<file path="src/sct_pkg.sv">
// package: register map, field layout and carrier types of the card interface test control
package sct_pkg;

   // ====================================================================
   // bus widths
   localparam int ADDR_W = 8;
   localparam int DATA_W = 32;
   localparam int CNT_W  = 16;
   localparam int NIB_W  = 4;
   localparam int NUM_CNT = 6;
   localparam int NUM_PIN = 4;

   // ====================================================================
   // register offsets (byte addresses)
   localparam logic [ADDR_W-1:0] OFF_TEST_CONTROL   = 8'h80;
   localparam logic [ADDR_W-1:0] OFF_NIBBLE_MODE    = 8'h84;
   localparam logic [ADDR_W-1:0] OFF_INPUT_STIMULUS = 8'h88;
   localparam logic [ADDR_W-1:0] OFF_PULSE_FIRST    = 8'hc0;
   localparam logic [ADDR_W-1:0] OFF_PULSE_LAST     = 8'hfc;

   // ====================================================================
   // register widths and reset values
   localparam int TC_W = 5;
   localparam int NM_W = 6;
   localparam int IS_W = 4;
   localparam logic [TC_W-1:0] TC_RESET = 5'h00;
   localparam logic [NM_W-1:0] NM_RESET = 6'h00;
   localparam logic [IS_W-1:0] IS_RESET = 4'h0;

   // ====================================================================
   // test_control fields
   localparam int TC_TEST_MODE_ON  = 0;
   localparam int TC_GATE_SELECT   = 1;
   localparam int TC_REG_STROBE    = 2;
   localparam int TC_SOFT_RESET    = 3;
   localparam int TC_INPUT_SOURCE  = 4;

   // counter_nibble_mode fields, also the counter index
   localparam int NM_DATA_TIMER    = 0;
   localparam int NM_BAUD          = 1;
   localparam int NM_VALUE         = 2;
   localparam int NM_RX_TIMEOUT    = 3;
   localparam int NM_ACTIVATION    = 4;
   localparam int NM_CARD_CLOCK    = 5;

   // input_stimulus fields
   localparam int IS_CARD_CLOCK    = 0;
   localparam int IS_CARD_DATA     = 1;
   localparam int IS_CARD_DETECT   = 2;
   localparam int IS_DEACT_REQ     = 3;

   localparam logic [DATA_W-1:0] READ_ZERO = 32'h0000_0000;
   localparam logic [CNT_W-1:0]  CNT_ZERO  = 16'h0000;
   localparam logic [CNT_W-1:0]  CNT_ONE   = 16'h0001;
   localparam logic [NIB_W-1:0]  NIB_ONE   = 4'h1;

   // ====================================================================
   // carrier types
   typedef struct packed {
      logic              sel;
      logic              enable;
      logic              write;
      logic [ADDR_W-1:0] addr;
      logic [DATA_W-1:0] wdata;
   } sct_apb_req_t;

   typedef struct packed {
      logic deactivation_request_in;
      logic card_detect_in;
      logic card_data_in;
      logic card_clock_in;
   } sct_pins_t;

   typedef logic [NUM_CNT-1:0][CNT_W-1:0] sct_cnt_bank_t;

endpackage

</file>
<file path="src/sct_nibble_counter.sv">
// file: one 16-bit up counter with a nibble-parallel test mode
`timescale 1ns/1ps
`default_nettype none

module sct_nibble_counter
(
   input  wire logic                      clk,        // 125 MHz clock
   input  wire logic                      rst,        // async reset, active high
   input  wire logic                      ce,         // global clock enable
   input  wire logic                      step,       // count this cycle
   input  wire logic                      clear,      // synchronous clear
   input  wire logic                      nibble,     // nibble mode select
   output logic      [sct_pkg::CNT_W-1:0] count_q     // counter value
);

   logic [sct_pkg::CNT_W-1:0] nib_inc;
   logic [sct_pkg::CNT_W-1:0] count_d;

   // ====================================================================
   // per-nibble incrementers; each nibble wraps on its own
   genvar g;
   generate
      for (g = 0; g < sct_pkg::CNT_W / sct_pkg::NIB_W; g++)
      begin : g_nib
         assign nib_inc[g*sct_pkg::NIB_W +: sct_pkg::NIB_W] =
            count_q[g*sct_pkg::NIB_W +: sct_pkg::NIB_W] + sct_pkg::NIB_ONE;
      end
   endgenerate

   always_comb
   begin
      count_d = count_q;
      if (clear)
      begin
         count_d = sct_pkg::CNT_ZERO;
      end
      else if (step)
      begin
         // in nibble mode all four nibbles step together: 0000, 1111 ... ffff, 0000
         count_d = nibble ? nib_inc : count_q + sct_pkg::CNT_ONE;
      end
   end

   always_ff @(posedge clk or posedge rst)
   begin
      if (rst)
      begin
         count_q <= sct_pkg::CNT_ZERO;
      end
      else if (ce)
      begin
         count_q <= count_d;
      end
   end

endmodule // sct_nibble_counter

`default_nettype wire

</file>
<file path="src/sct_test_ctrl.sv">
// file: test-mode control of the card interface: registers, clock enable, input mux
//
// Notes on behaviour
// - register-strobe bit 0: every bus access to the block gives a test clock enable.
// - strobe mode clock enable equals enable ANDed with select.
// - register-strobe bit 1: only accesses to the pulse location give an enable.
// - register-strobe bit matters only when test mode and gate select are both set.
// - gate select 0 keeps the internal clock enable high all the time.
// - gate select 1 enables internal clocks for one clock per qualifying access.
// - gate select matters only when test mode is on.
// - test control bit 0 picks normal operation (0) or test mode (1).
// - bus reset clears test mode, gate select and register-strobe bits.
// - nibble-mode counters step all four nibbles together, 0000 to ffff.
// - the nibble mode register reads zero after reset.
// - each nibble mode bit places one of six counters in nibble mode while test mode is on.
// - stimulus register holds readable, writable values for the four primary inputs.
// - input source select picks pads (0) or stimulus bits in test mode (1).
// - test soft reset resets the functional logic but not the test registers.
// - pulse location 0xc0-0xfc reads zero; writes only make the clock enable.
`timescale 1ns/1ps
`default_nettype none

module sct_test_ctrl
(
   input  wire logic                        clk,          // 125 MHz clock
   input  wire logic                        rst,          // bus reset, async, active high
   input  wire logic                        ce,           // freezes all state while low
   input  wire sct_pkg::sct_apb_req_t       apb_req,      // apb request fields
   output logic      [sct_pkg::DATA_W-1:0]  prdata_q,     // apb read data
   input  wire sct_pkg::sct_pins_t          pad_in,       // primary inputs from pads
   input  wire logic [sct_pkg::NUM_CNT-1:0] cnt_step,     // count requests of the core
   output sct_pkg::sct_pins_t               core_in_q,    // primary inputs seen by the core
   output logic                             clk_en_q,     // internal clock enable
   output logic                             func_rst_q,   // functional reset request
   output sct_pkg::sct_cnt_bank_t           cnt_value_q   // six counter values
);

   // ====================================================================
   // local signals
   logic [sct_pkg::TC_W-1:0] test_control_q;
   logic [sct_pkg::NM_W-1:0] counter_nibble_mode_q;
   logic [sct_pkg::IS_W-1:0] input_stimulus_q;
   logic                     setup_phase;
   logic                     wr_setup;
   logic                     test_mode_on;
   logic                     test_clock_gate_select;
   logic                     registered_strobe_select;
   logic                     input_source_select;
   logic                     test_soft_reset;
   logic                     qualifies;
   logic                     clk_en_d;
   logic [sct_pkg::DATA_W-1:0] prdata_d;
   logic [sct_pkg::NM_W-1:0] nibble_eff;
   logic                     cnt_clear;
   sct_pkg::sct_pins_t       stim_pins;
   sct_pkg::sct_pins_t       core_in_d;

   // ====================================================================
   // address decode helpers
   function automatic logic hits(input logic [sct_pkg::ADDR_W-1:0] addr,
                                 input logic [sct_pkg::ADDR_W-1:0] off);
      hits = (addr == off);
   endfunction

   function automatic logic in_pulse_loc(input logic [sct_pkg::ADDR_W-1:0] addr);
      in_pulse_loc = (addr >= sct_pkg::OFF_PULSE_FIRST) &&
                     (addr <= sct_pkg::OFF_PULSE_LAST);
   endfunction

   // ====================================================================
   // bus phase
   // decoding is done in the setup cycle so that every output is a flop and
   // still lines up with the access cycle
   assign setup_phase = apb_req.sel & ~apb_req.enable;
   assign wr_setup    = setup_phase & apb_req.write;

   // ====================================================================
   // mode decode
   assign test_mode_on             = test_control_q[sct_pkg::TC_TEST_MODE_ON];
   assign test_clock_gate_select   = test_mode_on &
                                     test_control_q[sct_pkg::TC_GATE_SELECT];
   assign registered_strobe_select = test_clock_gate_select &
                                     test_control_q[sct_pkg::TC_REG_STROBE];
   assign input_source_select      = test_mode_on &
                                     test_control_q[sct_pkg::TC_INPUT_SOURCE];
   assign test_soft_reset          = test_mode_on &
                                     test_control_q[sct_pkg::TC_SOFT_RESET];

   // ====================================================================
   // test control register
   always_ff @(posedge clk or posedge rst)
   begin
      if (rst)
      begin
         test_control_q <= sct_pkg::TC_RESET;
      end
      else if (ce && wr_setup && hits(apb_req.addr, sct_pkg::OFF_TEST_CONTROL))
      begin
         test_control_q <= apb_req.wdata[sct_pkg::TC_W-1:0];
      end
   end

   // ====================================================================
   // counter nibble mode register
   always_ff @(posedge clk or posedge rst)
   begin
      if (rst)
      begin
         counter_nibble_mode_q <= sct_pkg::NM_RESET;
      end
      else if (ce && wr_setup && hits(apb_req.addr, sct_pkg::OFF_NIBBLE_MODE))
      begin
         counter_nibble_mode_q <= apb_req.wdata[sct_pkg::NM_W-1:0];
      end
   end

   // ====================================================================
   // input stimulus register
   // the soft reset leaves all three test registers alone so a test can
   // reset the core and keep its setup
   always_ff @(posedge clk or posedge rst)
   begin
      if (rst)
      begin
         input_stimulus_q <= sct_pkg::IS_RESET;
      end
      else if (ce && wr_setup && hits(apb_req.addr, sct_pkg::OFF_INPUT_STIMULUS))
      begin
         input_stimulus_q <= apb_req.wdata[sct_pkg::IS_W-1:0];
      end
   end

   // ====================================================================
   // read data
   always_comb
   begin
      prdata_d = sct_pkg::READ_ZERO;
      if (hits(apb_req.addr, sct_pkg::OFF_TEST_CONTROL))
      begin
         prdata_d[sct_pkg::TC_W-1:0] = test_control_q;
      end
      else if (hits(apb_req.addr, sct_pkg::OFF_NIBBLE_MODE))
      begin
         prdata_d[sct_pkg::NM_W-1:0] = counter_nibble_mode_q;
      end
      else if (hits(apb_req.addr, sct_pkg::OFF_INPUT_STIMULUS))
      begin
         prdata_d[sct_pkg::IS_W-1:0] = input_stimulus_q;
      end
      else if (in_pulse_loc(apb_req.addr))
      begin
         prdata_d = sct_pkg::READ_ZERO;
      end
   end

   always_ff @(posedge clk or posedge rst)
   begin
      if (rst)
      begin
         prdata_q <= sct_pkg::READ_ZERO;
      end
      else if (ce && setup_phase && !apb_req.write)
      begin
         prdata_q <= prdata_d;
      end
   end

   // ====================================================================
   // internal clock enable
   // the flop set in the setup cycle is high exactly in the access cycle,
   // which is the cycle where enable and select are both high
   always_comb
   begin
      if (registered_strobe_select)
      begin
         qualifies = in_pulse_loc(apb_req.addr);
      end
      else
      begin
         qualifies = 1'b1;
      end
   end

   always_comb
   begin
      if (!test_clock_gate_select)
      begin
         clk_en_d = 1'b1;
      end
      else
      begin
         clk_en_d = setup_phase & qualifies;
      end
   end

   always_ff @(posedge clk or posedge rst)
   begin
      if (rst)
      begin
         clk_en_q <= 1'b1;
      end
      else if (ce)
      begin
         clk_en_q <= clk_en_d;
      end
   end

   // ====================================================================
   // functional reset
   always_ff @(posedge clk or posedge rst)
   begin
      if (rst)
      begin
         func_rst_q <= 1'b1;
      end
      else if (ce)
      begin
         func_rst_q <= test_soft_reset;
      end
   end

   // ====================================================================
   // primary input source
   // the mux is registered; the core sees pad changes one cycle late
   always_comb
   begin
      stim_pins.deactivation_request_in = input_stimulus_q[sct_pkg::IS_DEACT_REQ];
      stim_pins.card_detect_in          = input_stimulus_q[sct_pkg::IS_CARD_DETECT];
      stim_pins.card_data_in            = input_stimulus_q[sct_pkg::IS_CARD_DATA];
      stim_pins.card_clock_in           = input_stimulus_q[sct_pkg::IS_CARD_CLOCK];
      core_in_d = input_source_select ? stim_pins : pad_in;
   end

   always_ff @(posedge clk or posedge rst)
   begin
      if (rst)
      begin
         core_in_q <= '0;
      end
      else if (ce)
      begin
         core_in_q <= core_in_d;
      end
   end

   // ====================================================================
   // counters
   // a count only advances in a cycle the internal clock enable admits
   assign nibble_eff = test_mode_on ? counter_nibble_mode_q : sct_pkg::NM_RESET;
   assign cnt_clear  = test_soft_reset;

   genvar c;
   generate
      for (c = 0; c < sct_pkg::NUM_CNT; c++)
      begin : g_cnt
         sct_nibble_counter u_cnt
         (
            .clk     (clk),
            .rst     (rst),
            .ce      (ce),
            .step    (cnt_step[c] & clk_en_q),
            .clear   (cnt_clear),
            .nibble  (nibble_eff[c]),
            .count_q (cnt_value_q[c])
         );
      end
   endgenerate

endmodule // sct_test_ctrl

`default_nettype wire

</file>
<file path="config.mk">
export PLATFORM = sky130hd
export DESIGN_NAME = sct_test_ctrl
export DESIGN_NICKNAME = d
export VERILOG_FILES = /design/src/sct_pkg.sv /design/src/sct_nibble_counter.sv /design/src/sct_test_ctrl.sv
export SDC_FILE = /design/constraint.sdc
export NUM_CORES = 1
export LEC_CHECK = 0
export ABC_AREA = 1
export BUFFER_PORTS_ARGS = -buffer_cell sky130_fd_sc_hd__buf_2
export CAP_MARGIN = 40
export CORE_AREA = 2 2 152 154
export DETAILED_ROUTE_END_ITERATION = 10
export DIE_AREA = 0 0 154 156
export GPL_TIMING_DRIVEN = 0
export MAX_ROUTING_LAYER = met4
export SYNTH_ARGS = -nofsm -noshare
export SYNTH_HDL_FRONTEND = slang
export SYNTH_SLANG_ARGS = --single-unit
</file>
<file path="constraint.sdc">
create_clock -name clk -period 3.7 [get_ports clk]
set_clock_uncertainty 0.1 [all_clocks]
set_input_delay 0.37 -clock clk [delete_from_list [all_inputs] [get_ports clk]]
set_output_delay 0.37 -clock clk [all_outputs]
set_load 0.005 [all_outputs]
</file>
==> summary.md, run 1 <==
| Metric | Value |
|---|---|
| Share of cells above drive strength 1 | `0.1919` |
| CP max FO | `10` |
| Unique cell type count in the Yosys netlist | `36` |
| First-pass GRT wire length | `between 30 and 40 mm` |
| Worst Max-Slew Pin Slew | `769.8 ps` |
| Synth Area in Simple Gates | `0.3311` |
| Max Fclk | `roughly 0.48 GHz` |
| Post-Synthesis Cells | `between 1,000 and 1,500` |
| Num CTS Buffers | `17` |
| Total grt overflow | `0` |
| GP Congestion | `~0.86` |
| Fin nets | `1,307` |
| Maximum vdd ir drop | `0.2683 mV` |
| Avg WL per Cell | `approximately 14 µm` |
| Final period util | `0.5657` |
| Reg2reg setup slack | `around 1600 ps` |
| Core area | `between 20,000 and 25,000 µm²` |
| Die Y | `about 160 µm` |
| H-tree depth | `4` |
| GRT Total Usage | `0.1901` |
| Clock latency on the worst-skew pair | `approximately 420 ps` |
| Power Total | `4.208 mW` |
| 1st-iter DRT viols | `about 410` |
| Max-cap violations | `0` |
| Post-CTS resize count | `0` |
| Critical path arrival | `2340 ps` |
| Final setup viols | `0` |
| Number of global-route vias before repair | `about 6,900` |
| Largest net degree at the start of global routing | `36` |
| Die W | `~150 µm` |
| Post-synthesis mux area share | `0` |
| Worst min-delay path class | `input port to flip-flop` |
| Worst Setup Path Type | `flip-flop to flip-flop` |
| Root Buffer | `clkbuf_16` |
| Compound-Gate Fraction of Synth Area | `0.1010` |
| Clock Pin Slew Worst Setup and Hold Paths | `60 ps` |
| Die area | `approximately 24,000 µm²` |
| Startpoint types | `flip-flop` |
| # clock sinks | `around 120` |
| Row cnt | `55` |
| Headroom to the max-slew limit | `0.4868` |
| Clock tree from TritonCTS | `built` |
| Initial Util | `0.3330` |
| Vias | `slightly above 7,000` |
| Setup_tns | `0 ps` |
| Layout area overhead | `24.58%` |
| Top post-synthesis cells by area | `dfrtp_1 (41%), nand2_1 (13%), nor2_1 (7.8%), nand3_1 (6.8%), inv_1 (5.9%)` |
| Multi-input gate area | `around 3700 µm²` |
| Final Critical Period | `2093 ps` |
| Largest family of logic cells by synthesized area | `simple AND/OR/NAND/NOR gates` |
| Dominant cell type by area after synthesis | `dfrtp_1` |
| Hold bufs inserted after CTS | `1` |
| RSZ-0062 raised after global routing | `false` |
| Post-Synth XOR/XNOR Area | `0.01293` |
| Hold Crit Endpoint | `counter_nibble_mode_q[5]` |
| Yosys warning count | `0` |
| Number of antenna violations at the first check in global routing | `2` |
| # IOs | `between 150 and 200` |
| Antenna Nets Post-Route | `0` |
| CP required | `slightly below 4000 ps` |
| FF-to-FF End | `g_cnt[5].u_cnt.count_q[7]` |
| Synth Cell Area | `7448 µm²` |
| DR DRC count | `0` |
| CP endpoint kind | `flip-flop` |
| Status | `completed` |
| Flip-flop and latch area | `~3100 µm²` |
| Post-DR vias/cell | `about 4.7` |
| Fill cell count | `2,303` |
| Worst R2R Path Depth | `6` |
| Pwr dens | `around 450 nW/µm²` |
| Share of Yosys cell area claimed by the top area cell type | `0.4065` |
| WL final | `between 20 and 25 mm` |
| Leak | `~5.2 nW` |
| Post-Synth Adder-Cell Area | `0.04032` |
| Mean Syn Cell Area | `7.162 µm²` |
| Port buffer count | `~140` |
| Hold_sp | `apb_req[5]` |
| Seq/Total Area, Yosys | `0.4136` |
| Hold Path Stages | `3` |
| Setup bufs post-CTS | `0` |
| FF+latch count, synth | `~120` |
| Final hold violations | `0` |
| CTS max path bufs | `2` |
| Hpwl dp | `around 16 mm` |
| Final Slew Violations | `0` |
| Reg-to-Reg Start | `test_control_q[3]` |
| DRT Pass-1 Iters | `5` |
through the flow:
| stage | cells | instance area (µm²) | setup WS (ps) | hold slack (ps) | utilization |
|---|---|---|---|---|---|
| 2_1_floorplan | 1065 | 7546 | 1720 | 355.6 | - |
| 3_3_place_gp | 1487 | 8588 | 729.2 | 367.7 | 0.3840 |
| 3_5_place_dp | 1492 | 8671 | 1402 | 352.6 | 0.3877 |
| 4_1_cts | 1525 | 9274 | 1473 | 86.99 | 0.4147 |
| 5_1_grt | 1527 | 9279 | 1369 | 123.2 | 0.4149 |
| 6_report | 1527 | 9279 | 1607 | 104.7 | 0.4149 |
worst max-delay path: stages, from the launching register on:
cell      delay [ps]
dfrtp_1          430
nand3_2          190
clkbuf_1         340
buf_6            210
clkbuf_1         520
nand2_1          130
nor2_1           100
layer usage:
layer  routed length (µm)  global-route usage  part of all wire
met1                10370              0.2483              0.48
met2                 9795              0.3034              0.46
met3                 1075             0.03722             0.050
met4                  254             0.05029             0.012
met5                    0                   -                 0
where the power goes:
part	total (mW)	switching, mW	internal, mW
logic	0.756	0.410	0.346
clock network	1.70	0.630	1.07
registers	1.75	0.238	1.52
synth_stat cells:
library cell / n
xor2_1: 8
a31oi_1: 2
nor3b_1: 7
nand4_1: 12
dfrtp_1: 121
a21oi_1: 48
inv_1: 117
buf_4: 28
buf_2: 8
o21bai_1: 1
nand3_1: 101
ha_1: 24
a211oi_1: 1
buf_1: 1
nor3_2: 2
or2_2: 3
o31ai_1: 1
o21a_1: 1
a22o_1: 5
inv_2: 3
nand2_1: 265
nor3_1: 19
o21ai_2: 6
xnor2_1: 3
clkbuf_1: 6
nand3_2: 5
dfstp_2: 2
nand2_2: 4
nand3b_1: 4
o21ai_1: 8
conb_1: 1
o21ai_0: 65
nor2_1: 154
nor4_4: 1
o211ai_1: 1
buf_6: 2
flip-flops by register name (all words and copies together) (netlist names):
| signal | cells |
|---|---|
| test_control_q | 5 |
| counter_nibble_mode_q | 6 |
| prdata_q | 6 |
| input_stimulus_q | 4 |
| func_rst_q | 1 |
| core_in_q | 4 |
| clk_en_q | 1 |
| g_cnt.u_cnt.count_q | 96 |
cell usage in the layout (no fill, tap or decap), types with 4 or more instances in the layout:
cell type	netlist	layout
dfrtp_1	121	121
clkbuf_1	6	7
o21ai_2	6	6
nor3_1	19	19
nand3_2	5	5
ha_1	24	24
nor2_1	154	154
a22o_1	5	5
a21oi_1	48	48
nor3b_1	7	7
nand3_1	101	101
buf_2	8	145
inv_1	117	116
clkinv_2	0	6
xor2_1	8	8
nand2_2	4	4
conb_1	1	26
nand3b_1	4	4
buf_6	2	4
buf_4	28	28
o21ai_1	8	8
nand2_1	265	265
nand4_1	12	12
clkbuf_16	0	17
clkinvlp_4	0	5
o21ai_0	65	65
worst max path at each step:
| stage | from | end | slack [ps] | cells after the start |
|---|---|---|---|---|
| after floorplan | rst | core_in_q[0] | 1720 | 1 |
| after global placement | rst | g_cnt[5].u_cnt.count_q[13] | 730 | 2 |
| after detailed placement | ce | g_cnt[5].u_cnt.count_q[15] | 1400 | 7 |
| after CTS | test_control_q[3] | g_cnt[5].u_cnt.count_q[15] | 1470 | 6 |
| after global routing | clk_en_q | g_cnt[1].u_cnt.count_q[7] | 1370 | 8 |
| final | test_control_q[3] | g_cnt[5].u_cnt.count_q[7] | 1610 | 6 |
cell families after synthesis:
family                     after synthesis
AOI/OAI and AO/OA                      139
xor gates and xnor gates                11
adders and majority gates               24
buffers and inverters                  165
DFF                                    123
other                                    1
and+or+nand+nor                        577
final cells by class:
cell class | instances | area share
multi-input cells | 777 | 0.4001
flip-flops and latches | 123 | 0.3320
repair buffers | 143 | 0.08387
inverters | 120 | 0.04895
clock buffers | 19 | 0.04773
well taps | 285 | 0.03843
plain buffers | 45 | 0.03223
clock inverters | 13 | 0.01618
diodes | 2 | 0.0005394
No activity file was read; power rests on OpenSTA's default activity.
==> inputs of run 2 (changes only) <==
Clock period 3.7 ns to 2 ns, I/O delays scaled along.
==> summary.md, run 2 (synthesis gave the netlist of run 1 again) <==
| Metric | Value |
|---|---|
| Clock latency on the worst-skew pair | `420 ps (about the same)` |
| Port buffer count | `137 (unchanged)` |
| Vias | `7,298 (was 7,235)` |
| Final period util | `0.9267 (was 0.5657)` |
| Multi-input gate area | `3737 µm² (was 3712 µm²)` |
| Flip-flop and latch area | `3080 µm² (unchanged)` |
| 1st-iter DRT viols | `383 (was 406)` |
| Fill cell count | `2,280 (was 2,303)` |
| DR DRC count | `0 (unchanged)` |
| Final setup viols | `0 (unchanged)` |
| Number of antenna violations at the first check in global routing | `2 (unchanged)` |
| Die area | `24,020 µm² (unchanged)` |
| Largest net degree at the start of global routing | `36 (unchanged)` |
| Pwr dens | `827.1 nW/µm² (was 453.5 nW/µm²)` |
| H-tree depth | `4 (unchanged)` |
| Critical path arrival | `2060 ps (was 2340 ps)` |
| RSZ-0062 raised after global routing | `false (unchanged)` |
| Largest register FFs | `96 (unchanged)` |
| Core area | `22,370 µm² (unchanged)` |
| GRT Total Usage | `0.1899 (was 0.1901)` |
| Startpoint types | `flip-flop (unchanged)` |
| Power Total | `7.813 mW (was 4.208 mW)` |
| Layout area overhead | `26.83% (was 24.58%)` |
| CTS max path bufs | `2 (unchanged)` |
| Final Slew Violations | `0 (unchanged)` |
| Dpl ws | `-159.6 ps (was 1402 ps)` |
| Largest register by flop count | `g_cnt.u_cnt.count_q (unchanged)` |
| WL final | `21.71 mm (was 21.50 mm)` |
| Post-DR vias/cell | `4.742 (was 4.738)` |
| Die Y | `156 µm (unchanged)` |
| Final hold violations | `0 (unchanged)` |
| Metal-1 WL | `10.45 mm (was 10.37 mm)` |
| Num CTS Buffers | `17 (unchanged)` |
| Max Fclk | `0.5395 GHz (was 0.4778 GHz)` |
| Fin nets | `1,319 (was 1,307)` |
| Total grt overflow | `0 (unchanged)` |
| DRT Pass-1 Iters | `5 (unchanged)` |
| Avg WL per Cell | `14.11 µm (was 14.08 µm)` |
| Highest routed layer | `met4 (unchanged)` |
| CP endpoint kind | `flip-flop (unchanged)` |
| First-pass GRT wire length | `35.17 mm (unchanged)` |
| Crit. Startpoint | `clk_en_q (was test_control_q[3])` |
| Share of cells above drive strength 1 | `0.1997 (was 0.1919)` |
| Maximum vdd ir drop | `0.4955 mV (was 0.2683 mV)` |
| Die W | `154 µm (unchanged)` |
| Routed wl met3 | `1.054 mm (was 1.075 mm)` |
| Row cnt | `55 (unchanged)` |
| Initial Util | `0.3330 (unchanged)` |
| Antenna Nets Post-Route | `0 (unchanged)` |
| Hold_sp | `apb_req[38] (was apb_req[5])` |
| CP max FO | `7 (was 10)` |
| Worst Setup Slack, final | `146.6 ps (was 1607 ps)` |
| # clock sinks | `123 (unchanged)` |
| Final Critical Period | `1853 ps (was 2093 ps)` |
| Reg-to-Reg Start | `clk_en_q (was test_control_q[3])` |
| WL met2 | `9.955 mm (was 9.795 mm)` |
| GP Congestion | `0.8635 (unchanged)` |
| # IOs | `190 (unchanged)` |
| Worst Max-Slew Pin Slew | `772.9 ps (was 769.8 ps)` |
| Hpwl dp | `16.46 mm (unchanged)` |
| Commonest non-fill, non-tap cell in the layout | `nand2_1 (unchanged)` |
| Commonest non-fill, non-tap cells in the layout | `nand2_1 (262), nor2_1 (153), buf_2 (144) (was nand2_1 (265), nor2_1 (154), buf_2 (145))` |
| CP required | `2210 ps (was 3950 ps)` |
| Leak | `5.266 nW (was 5.203 nW)` |
| Worst min-delay path class | `input port to flip-flop (unchanged)` |
| Status | `completed (unchanged)` |
| Root Buffer | `clkbuf_16 (unchanged)` |
| Clock Pin Slew Worst Setup and Hold Paths | `60 ps (about the same)` |
| Post-layout util | `0.4224 (was 0.4149)` |
| Max-cap violations | `0 (unchanged)` |
| Regs by FF count | `g_cnt.u_cnt.count_q: 96 flops, counter_nibble_mode_q: 6 flops, prdata_q: 6 flops (unchanged)` |
| Worst Setup Path Type | `flip-flop to flip-flop (unchanged)` |
| Headroom to the max-slew limit | `0.4848 (was 0.4868)` |
| Clock tree from TritonCTS | `built (unchanged)` |
| Number of global-route vias before repair | `6,974 (was 6,943)` |
run 2: what timing repair did:
action | in CTS | in global routing
setup endpoints to repair | 12 | 24
setup buffers | 0 | 3
resized for setup | 4 | 8
pin swaps | 0 | 0
hold buffers | 12 | 0
endpoints found under the hold margin | 32 | 0
run 2: area by class of cell:
| type | instances | area share |
|---|---|---|
| Buffer | 43 | 0.03126 |
| Clock inverter | 13 | 0.01589 |
| Sequential cell | 123 | 0.3261 |
| Multi-Input combinational cell | 777 | 0.3956 |
| Timing Repair Buffer | 157 | 0.09748 |
| Inverter | 120 | 0.04848 |
| Clock buffer | 19 | 0.04689 |
| Tap cell | 285 | 0.03775 |
| Antenna cell | 2 | 0.0005298 |
run 2: per-stage QoR:
| stage | instance area [µm²] | hold WS, ps | TNS, ps | std cells |
|---|---|---|---|---|
| after detailed placement | 8671 | 182.6 | -1552 | 1492 |
| after CTS | 9392 | 21.69 | 0 | 1535 |
| after floorplan | 7546 | 241.6 | 0 | 1065 |
| after global routing | 9447 | 85.20 | 0 | 1539 |
| final | 9447 | 28.38 | 0 | 1539 |
| after global placement | 8588 | 367.7 | -109220 | 1487 |
run 2: path summary, 6_finish.rpt:
check | endpoint | slack [ps] | cells past startpoint
max reg2reg | g_cnt[2].u_cnt.count_q[14] | 150 | 8
min in group asynchronous | g_cnt[4].u_cnt.count_q[9] | 270 | 3
min reg2reg | func_rst_q | 370 | 2
min | clk_en_q | 30 | 5
max in group asynchronous | g_cnt[5].u_cnt.count_q[13] | 940 | 4
max | g_cnt[2].u_cnt.count_q[14] | 150 | 8
run 2: per-layer routing:
layer / up-vias / GRT usage
li1: 3707 / -
met1: 3389 / 0.2463
met2: 181 / 0.3051
met3: 21 / 0.03722
met4: 0 / 0.05029
met5: - / -
run 2: critical path: stages (launching register included):
cell and delay (ps):
dfstp_2 550, buf_2 200, nand3_1 150, nand2_2 180, nand3_1 190, nor2_2 180
nand3_1 90, nand2_1 60, nor2_1 40
run 2: where the power goes:
| part | leakage (nW) | internal (mW) | switching (mW) |
|---|---|---|---|
| Combinational | 3.44 | 0.656 | 0.765 |
| Clock | 0.284 | 1.98 | 1.17 |
| Sequential | 1.55 | 2.81 | 0.446 |
